### src/ext_mode_map.vh
// Constants for the extended mode register and burst order block.
// Assumes command pins are already on ref_clk and all bank state lives elsewhere.
// What this block does and what it expects of the controller
// Four-beat order: rotate or XOR low bits
// Eight-beat sequential wraps inside starting nibble
// Eight-beat interleaved: start XOR beat index
// First register loads on load command, bank 01
// Controller loads only when idle, waits cycle
// Controller programs both registers at initialization
// Controller keeps delay loop enabled normally
// Delay loop off in self refresh, back after
// Controller waits 200 clocks before read
// Controller writes zero to bit 11
// Calibration adjust keeps previous added latency
// Controller exits calibration with bits cleared
// Output disable releases data and strobe pins
// Second register loads on load command, bank 10
// Bit 7 selects hot refresh rate
// Low three bits decode refreshed bank set
// Self refresh refreshes only selected banks
// Controller writes zero to reserved bits
// Load command to bank 11 has no effect
// Controller issues only specified operations
// Base register bit 3 picks burst type
// Commands decoded from strobes at rising edge
// Other first-register fields in customary places
`ifndef EXT_MODE_MAP_VH
`define EXT_MODE_MAP_VH
`define ADDR_W 13
`define BANK_FIRST 2'h1
`define BANK_SECOND 2'h2
`define BANK_THIRD 2'h3
`define BASE_TYPE_BIT 3
`define BASE_LEN_HI 2
`define BASE_LEN_LO 0
`define LEN_EIGHT 3'h3
`define DLL_OFF_BIT 0
`define DRIVE_BIT 1
`define TERM_LO_BIT 2
`define TERM_HI_BIT 6
`define LAT_HI 5
`define LAT_LO 3
`define CAL_HI 9
`define CAL_LO 7
`define CAL_ADJUST 3'h4
`define STROBE_OFF_BIT 10
`define RDQS_BIT 11
`define OUT_OFF_BIT 12
`define HOT_BIT 7
`define REFRESH_SEL_HI 2
`define REFRESH_SEL_LO 0
`define SEL_ALL 3'h0
`define SEL_LOW_HALF 3'h1
`define SEL_LOW_QUARTER 3'h2
`define SEL_HIGH_THREE 3'h4
`define SEL_HIGH_HALF 3'h5
`define SEL_HIGH_QUARTER 3'h6
`define MASK_ALL 4'hf
`define MASK_LOW_HALF 4'h3
`define MASK_LOW_QUARTER 4'h1
`define MASK_HIGH_THREE 4'he
`define MASK_HIGH_HALF 4'hc
`define MASK_HIGH_QUARTER 4'h8
`define BEATS 8
`define COL_W 3
`define PAD_BIT 1'h0
`define REG_RESET 13'h0000
`define BIT_RESET 1'h0
`define PAIR_RESET 2'h0
`define TRIPLE_RESET 3'h0
`define ORDER_RESET 24'h00_0000
`endif

### src/ext_mode_config.v
// Extended mode register decode and burst column order generator.
// Assumes command pins come from logic on ref_clk, sampled at its rising edge.
// Assumes selfRefresh and base_mode_reg are same-clock levels from elsewhere.
// Assumes the data and strobe pin drivers honour outputsOn.
`timescale 1ns/1ps
`include "ext_mode_map.vh"

module ext_mode_config (
  input wire ref_clk,
  input wire rst_b,
  input wire cke,
  input wire csB,
  input wire rasB,
  input wire casB,
  input wire weB,
  input wire [1:0] bank,
  input wire [12:0] addr,
  input wire selfRefresh,
  input wire [12:0] base_mode_reg,
  input wire [2:0] burstStart,
  output reg [12:0] ext_mode_reg_first,
  output reg [12:0] ext_mode_reg_second,
  output reg dllOn,
  output reg [1:0] driveStrength,
  output reg [2:0] added_latency,
  output reg [1:0] die_termination,
  output reg [2:0] driver_calibration,
  output reg strobeDiffOff,
  output reg outputsOn,
  output reg hot_refresh_rate_en,
  output reg [3:0] bankRefreshMask,
  output reg [23:0] burstOrder
);

// ==========================================
// Declarations
// Command decode
wire loadCmd;
wire loadFirst;
wire loadSecond;
wire calAdjust;

// Register next values
reg [12:0] next_first;
reg [12:0] next_second;
reg [2:0] refreshSel;
reg [3:0] next_mask;
reg [3:0] next_gatedMask;

// Field next values
reg next_dllOn;
reg [1:0] next_drive;
reg [2:0] next_latency;
reg [1:0] next_term;
reg [2:0] next_cal;
reg next_strobeOff;
reg next_outputsOn;
reg next_hot;

// Burst order
wire [23:0] next_order;
wire interleave;
wire eightBeats;

// ==========================================
// Command decode
// A load needs cke high at the same edge; low cke means no command
assign loadCmd = cke & ~csB & ~rasB & ~casB & ~weB;
assign loadFirst = loadCmd & (bank == `BANK_FIRST);
assign loadSecond = loadCmd & (bank == `BANK_SECOND);
// Base and third register codes load nothing here
assign calAdjust = (addr[`CAL_HI:`CAL_LO] == `CAL_ADJUST);

// ==========================================
// Next register contents
always @* begin
  next_first = ext_mode_reg_first;
  if (loadFirst) begin
    next_first = addr;
    if (calAdjust) begin
      // Adjust must not disturb the latency already in use
      next_first[`LAT_HI:`LAT_LO] = ext_mode_reg_first[`LAT_HI:`LAT_LO];
    end
  end
end

always @* begin
  next_second = ext_mode_reg_second;
  if (loadSecond) begin
    next_second = addr;
  end
end

// ==========================================
// Mode register storage
always @(posedge ref_clk) begin
  if (!rst_b) begin
    // No defined reset value; zero keeps every field known
    ext_mode_reg_first <= `REG_RESET;
  end else begin
    ext_mode_reg_first <= next_first;
  end
end

always @(posedge ref_clk) begin
  if (!rst_b) begin
    ext_mode_reg_second <= `REG_RESET;
  end else begin
    ext_mode_reg_second <= next_second;
  end
end

// ==========================================
// Refreshed bank set
// Bit n of the mask set means bank n keeps its refresh
always @* begin
  refreshSel = ext_mode_reg_second[`REFRESH_SEL_HI:`REFRESH_SEL_LO];
  case (refreshSel)
    `SEL_ALL: next_mask = `MASK_ALL;
    `SEL_LOW_HALF: next_mask = `MASK_LOW_HALF;
    `SEL_LOW_QUARTER: next_mask = `MASK_LOW_QUARTER;
    `SEL_HIGH_THREE: next_mask = `MASK_HIGH_THREE;
    `SEL_HIGH_HALF: next_mask = `MASK_HIGH_HALF;
    `SEL_HIGH_QUARTER: next_mask = `MASK_HIGH_QUARTER;
    // Reserved codes refresh everything rather than risk data
    default: next_mask = `MASK_ALL;
  endcase
end

// ==========================================
// Delay loop enable
always @* begin
  // Self refresh drops the loop with no command from the controller
  next_dllOn = ~ext_mode_reg_first[`DLL_OFF_BIT] & ~selfRefresh;
end

always @(posedge ref_clk) begin
  if (!rst_b) begin
    dllOn <= `BIT_RESET;
  end else begin
    dllOn <= next_dllOn;
  end
end

// ==========================================
// Drive strength
always @* begin
  next_drive = {ext_mode_reg_first[`RDQS_BIT], ext_mode_reg_first[`DRIVE_BIT]};
end

always @(posedge ref_clk) begin
  if (!rst_b) begin
    driveStrength <= `PAIR_RESET;
  end else begin
    driveStrength <= next_drive;
  end
end

// ==========================================
// Added latency
always @* begin
  next_latency = ext_mode_reg_first[`LAT_HI:`LAT_LO];
end

always @(posedge ref_clk) begin
  if (!rst_b) begin
    added_latency <= `TRIPLE_RESET;
  end else begin
    added_latency <= next_latency;
  end
end

// ==========================================
// Die termination
always @* begin
  next_term = {ext_mode_reg_first[`TERM_HI_BIT], ext_mode_reg_first[`TERM_LO_BIT]};
end

always @(posedge ref_clk) begin
  if (!rst_b) begin
    die_termination <= `PAIR_RESET;
  end else begin
    die_termination <= next_term;
  end
end

// ==========================================
// Driver calibration
// Adjust code shows here as written; its latency hold lives in the load path
always @* begin
  next_cal = ext_mode_reg_first[`CAL_HI:`CAL_LO];
end

always @(posedge ref_clk) begin
  if (!rst_b) begin
    driver_calibration <= `TRIPLE_RESET;
  end else begin
    driver_calibration <= next_cal;
  end
end

// ==========================================
// Complementary strobe off
always @* begin
  next_strobeOff = ext_mode_reg_first[`STROBE_OFF_BIT];
end

always @(posedge ref_clk) begin
  if (!rst_b) begin
    strobeDiffOff <= `BIT_RESET;
  end else begin
    strobeDiffOff <= next_strobeOff;
  end
end

// ==========================================
// Output enable
// Low releases data and every strobe, complementary ones too
always @* begin
  next_outputsOn = ~ext_mode_reg_first[`OUT_OFF_BIT];
end

always @(posedge ref_clk) begin
  if (!rst_b) begin
    outputsOn <= `BIT_RESET;
  end else begin
    outputsOn <= next_outputsOn;
  end
end

// ==========================================
// Hot refresh rate
// Stored as written; only the refresh timer elsewhere acts on it
always @* begin
  next_hot = ext_mode_reg_second[`HOT_BIT];
end

always @(posedge ref_clk) begin
  if (!rst_b) begin
    hot_refresh_rate_en <= `BIT_RESET;
  end else begin
    hot_refresh_rate_en <= next_hot;
  end
end

// ==========================================
// Refresh mask
// Unselected banks skip refresh only while self refreshing
always @* begin
  next_gatedMask = selfRefresh ? next_mask : `MASK_ALL;
end

always @(posedge ref_clk) begin
  if (!rst_b) begin
    bankRefreshMask <= `MASK_ALL;
  end else begin
    bankRefreshMask <= next_gatedMask;
  end
end

// ==========================================
// Burst column order, beat 0 in the low three bits
assign interleave = base_mode_reg[`BASE_TYPE_BIT];
assign eightBeats = (base_mode_reg[`BASE_LEN_HI:`BASE_LEN_LO] == `LEN_EIGHT);
// Four-beat bursts keep the upper column bit; upper beats still filled

genvar beat;
generate
  for (beat = 0; beat < `BEATS; beat = beat + 1) begin : gBeat
    localparam [31:0] BEAT_NUM = beat;
    wire [2:0] idx;
    wire [2:0] rotSum;
    wire [1:0] rot;
    wire [2:0] seqCol;
    wire [2:0] xorCol;
    wire [2:0] col4;

    assign idx = BEAT_NUM[2:0];
    // Carry out of the low two bits is dropped on purpose: nibble wrap
    assign rotSum = {`PAD_BIT, burstStart[1:0]} + {`PAD_BIT, idx[1:0]};
    assign rot = rotSum[1:0];

    assign seqCol = {burstStart[2] ^ idx[2], rot};
    assign xorCol = burstStart ^ idx;
    assign col4 = interleave ? {burstStart[2], burstStart[1:0] ^ idx[1:0]}
                             : {burstStart[2], rot};

    assign next_order[`COL_W*beat +: `COL_W] = eightBeats ?
                                               (interleave ? xorCol : seqCol) : col4;
  end
endgenerate

// ==========================================
// Order register
// Registered so the order settles a clean cycle after the start column
always @(posedge ref_clk) begin
  if (!rst_b) begin
    burstOrder <= `ORDER_RESET;
  end else begin
    burstOrder <= next_order;
  end
end

endmodule // ext_mode_config

### config.mk
export PLATFORM = sky130hd
export DESIGN_NAME = ext_mode_config
export DESIGN_NICKNAME = d
export VERILOG_FILES = /design/src/ext_mode_config.v
export VERILOG_INCLUDE_DIRS = /design/src /design/src/src
export SDC_FILE = /design/constraint.sdc
export NUM_CORES = 1
export LEC_CHECK = 0
export ABC_AREA = 1
export BUFFER_PORTS_ARGS = -buffer_cell sky130_fd_sc_hd__clkbuf_2
export CORE_ASPECT_RATIO = 1.75
export CORE_MARGIN = 2
export CORE_UTILIZATION = 39
export CTS_CLUSTER_DIAMETER = 50
export DETAILED_ROUTE_END_ITERATION = 12
export PLACE_DENSITY = 0.7
export REMOVE_ABC_BUFFERS = 1
export SKIP_CTS_REPAIR_TIMING = 1
export SYNTH_ARGS = -nofsm -noshare
export SYNTH_HDL_FRONTEND = slang
export SYNTH_SLANG_ARGS = --single-unit
### constraint.sdc
create_clock -name ref_clk -period 1 [get_ports ref_clk]
set_clock_uncertainty 0.05 [all_clocks]
set_input_delay 0.05 -clock ref_clk [delete_from_list [all_inputs] [get_ports ref_clk]]
set_output_delay 0.05 -clock ref_clk [all_outputs]
set_load 0.005 [all_outputs]
; After elaboration in Yosys (flattened, before gate mapping)
; Index checks and enable logic that the tools add are counted.
[word_totals]
register_bits = 68
input_bits = 39
output_inout_bits = 68
elab_cells = 60
[classes]
add_sub_neg = 3
eq_ne = 9
mux = 11
n_bitwise = 22
n_reduce_logical = 2
[op_table]
columns = op, n
row1 = two-way mux 3 bit, 7
row2 = case mux 4 bit (5 select lines), 1
row3 = equality test 3 bit (second input constant), 4
row4 = NOT 1 bit, 11
row5 = bitwise AND 1 bit, 7
row6 = equality test 3 x 2 -> 1 bit (second input constant), 2
row7 = two-way mux 2 bit, 3
row8 = NOT 2 bit, 3
row9 = adder 2 bit (second input constant), 2
row10 = AND reduction 2 bit, 2
row11 = equality test 3 x 1 -> 1 bit (second input constant), 1
row12 = NOT 3 bit, 1
row13 = adder 2 x 1 -> 2 bit (second input constant), 1
row14 = equality test 2 x 1 -> 1 bit (second input constant), 1
row15 = equality test 2 bit (second input constant), 1

; Longest topological paths before layout
[logic_depth]
word_depth = 7
depth_mapped = 8
depth_no_buf = 7

; Least setup slack after synthesis
; No wires, ideal clock.
[synth_path]
path_kind = flip-flop to flip-flop
from = reg ext_mode_reg_second[1]
to = reg bankRefreshMask[2]
setup_time_ns = 0.125
arrival_ns = 0.787
t_required_ns = 0.825
path_slack_ns = 0.038
stages_incl_launch_ff = 5
n_path_buf = 0
period_less_slack_ns = 0.962
path_cell_list = dfxtp_1 inv_1 a21oi_1 and2_1 o21ai_0
[synth_via]
elab_chain_len = 2
elab_cells_between_ends = 6
cone_classes = eq/ne (5) / mux (1)
[synth_lines]
columns = item, line_no
row1 = from (decl), ext_mode_config.v:22  ; output reg [12:0] ext_mode_reg_second,
row2 = from (signal assigned), ext_mode_config.v:107  ; ext_mode_reg_second <= `REG_RESET;
row3 = from (signal assigned), ext_mode_config.v:109  ; ext_mode_reg_second <= next_second;
row4 = "equality test 3 bit, or another cell as far along", ext_mode_config.v:118  ; case (refreshSel)
row5 = case mux 4 bit (5 select lines) *, ext_mode_config.v:118
row6 = to (signal assigned), ext_mode_config.v:255  ; bankRefreshMask <= `MASK_ALL;
row7 = to (signal assigned), ext_mode_config.v:257  ; bankRefreshMask <= next_gatedMask;
row8 = to (decl), ext_mode_config.v:31  ; output reg [3:0] bankRefreshMask,
; Every way passes the cells marked *; elsewhere a longest branch is shown, timed or not.
; A chain may end at the register's enable or synchronous reset.

; Worst setup path after layout
[layout_path]
from = reg ext_mode_reg_second[1]
to = out ext_mode_reg_second[1]
; No word-level cell between the ends.

==> results.md <==
* Maximum fanout along the worst path at 4
* Num rows at 34
* Vias at 1745
* Synth top area share at 0.5493
* Largest family of logic cells by synthesized area: simple AND/OR/NAND/NOR gates
* Multi-input gate area at 584.3 um^2
* FF+latch area at 1086 um^2
* Crit path arrival time at 0.88 ns
* Worst min-delay path category: input port to flip-flop
* Mux cell area share after synthesis at 0
* Violated checks: hold timing
* Max frequency at 1024 MHz
* CP required at 0.90 ns
* Post-route antenna net violation count at 0
* Grt ovf at 0
* Number of setup violations in the final report at 0
* Pin count of the biggest net entering global routing at 23
* Die Area at 5653 um^2
* Slew headroom at 0.8229
* Post-synthesis sequential area ratio at 0.5493
* Worst slew pin tran at 0.2640 ns
* Final Cell Area at 2691 um^2
* Post-synth top area cell: dfxtp_1
* Status: finished with violations
* P per Cell Area at 1407 nW/um^2
* Number of global-route vias before repair at 1535
* Placed insts at 378
* Synth Area per Inst at 8.099 um^2
* Initial antenna violation count at 0
* Initial DRC count at 15
* First-pass GRT wire length at 6665 um
* DRC viols at 0
* Fin cells at 404
* Die height at 97.98 um
* Synth warnings at 0
* Synth Register Bits at 54
* Area after DPL at 2399 um^2
* Worst setup path class: flip-flop to output pin
* Final Hold Fails at 5
* Fin crit period at 0.9768 ns
* Clk_lat worst skew at 0.31 ns
* Clock tree buffer depth at 2
* GPL Wtd Cong at 0.7573
* RSZ-0062 raised after global routing: true
* Number of detailed-route iterations in the first pass at 4
* Layout Nets at 388
* Tcrit/Tclk final at 0.9768
* Cell Area, Synth at 1968 um^2
* Compound-gate portion of the synthesized area at 0.06739
* Fin. max-slew vios at 0
* MaxCap Viol Count at 0
* Top-Level Pins at 107
* Total global-route track usage at 0.1503
* Place WS at -0.1115 ns
* Starting Density at 0.3988
* Simple-Gate Fraction of Synth Area at 0.2174
* WL final at 4305 um
* # diodes at 0
* IO Port Bufs at 97
* Final worst slack at 0.02316 ns
* CTS buffer count at 5
* Worst hold margin at -0.03681 ns
* Crit. End Element: output pin
* XOR/XNOR share of the synthesized area at 0.008900
* Fillers at 482
* Ranking of synthesized cells by area: dfxtp_1 55%, nor2_1 11%, inv_1 6.5%
* DR WL/cell at 10.66 um
* Die extent in x at 57.70 um
* Share of cells above drive strength 1 at 0.3543
* CTS tree: yes
* Type of element launching the critical path: flip-flop
* Adder-cell share of the synthesized area at 0
* Worst VDD drop at 1017 uV
* Core Footprint at 4935 um^2
* Clock slew at reported path FFs at 0.11 ns
* Post-DR vias/cell at 4.319
* Dpl hpwl at 3196 um
* Clock sinks at 54
* Max H-tree Level at 2
* Count of different cell masters after synthesis at 24
* Mapped Cells at 243
* Static Leak at 1.432 nW
* CTS Root Cell: clkbuf_8
* Area Overhead vs Synth at 36.74%
logic make-up after synthesis:
family	after synthesis
and+or+nand+nor	102
buffers and inverters	59
DFF	54
AOI/OAI and AO/OA	26
xor gates and xnor gates	2
report_power, final:
part / leakage [nW] / switching (mW) / internal, mW
logic: 0.947 / 0.162 / 0.178
registers: 0.440 / 0.0204 / 2.19
clock network: 0.0447 / 0.734 / 0.507
final cells by class:
class / instances / share of cell area
flip-flops and latches: 54 / 0.4035
repair buffers: 121 / 0.2669
multi-input cells: 130 / 0.2171
inverters: 37 / 0.05253
clock buffers: 5 / 0.02557
well taps: 54 / 0.02510
clock inverters: 3 / 0.009298
state kept, by name, indices dropped and copies added (netlist names):
name,flops
ext_mode_reg_first,13
ext_mode_reg_second,13
burstOrder,10
bankRefreshMask,4
added_latency,3
driver_calibration,3
die_termination,2
driveStrength,2
dllOn,1
hot_refresh_rate_en,1
outputsOn,1
strobeDiffOff,1
metrics by stage:
step	utilization	total power, mW	TNS (ns)
6_report	0.5454	3.787	0
5_1_grt	0.5454	3.951	-0.02702
4_1_cts	0.5051	3.795	-0.03928
3_5_place_dp	0.4861	2.547	-2.065
3_3_place_gp	0.4861	2.542	-1.209
2_1_floorplan	-	2.360	0
worst max-delay path, stage by stage, from the launching register on:
cell and delay (ns):
dfxtp_2 0.35, buf_6 0.11, buf_6 0.10
synthesized netlist by cell type (all sizes together):
cell	count
xor2	2
o21ai	24
nand3b	1
nor2	63
clkbuf	4
nor3	1
o211ai	1
buf	18
and2	1
a21oi	1
clkinv	2
inv	35
nand4	5
nand2	31
dfxtp	54
final timing paths:
| path | from | end | slack, ns | cells past startpoint |
|---|---|---|---|---|
| max | ext_mode_reg_second[1]$_SDFFE_PN0P_ | ext_mode_reg_second[1] | 0.02 | 2 |
| min | addr[7] | ext_mode_reg_second[7]$_SDFFE_PN0P_ | -0.04 | 3 |
| max reg2reg | ext_mode_reg_second[0]$_SDFFE_PN0P_ | bankRefreshMask[2]$_SDFF_PN1_ | 0.06 | 4 |
| min reg2reg | ext_mode_reg_first[1]$_SDFFE_PN0P_ | driveStrength[0]$_SDFF_PN0_ | 0.39 | 2 |
layer usage:
layer / share of wire / global-route usage / up-vias / routed length (um)
li1: - / - / 932 / -
met1: 0.36 / 0.1438 / 753 / 1571
met2: 0.55 / 0.2823 / 53 / 2373
met3: 0.061 / 0.04106 / 7 / 261
met4: 0.023 / 0.06977 / 0 / 98
met5: 0 / 0 / - / 0
cell usage in the layout (no fill, tap or decap), types with 2 or more instances in the layout:
master         count
clkbuf_8           5
nand2_1           28
dlygate4sd3_1     17
nor2_1            60
inv_1             33
dfxtp_1           52
o21ai_1           16
clkbuf_2          96
nand4_1            5
buf_6              2
buf_4              6
nor2_2             2
nand2_2            2
o21ai_0            8
xor2_1             2
clkinv_1           2
Note: power is estimated with default switching activity, not from simulation.
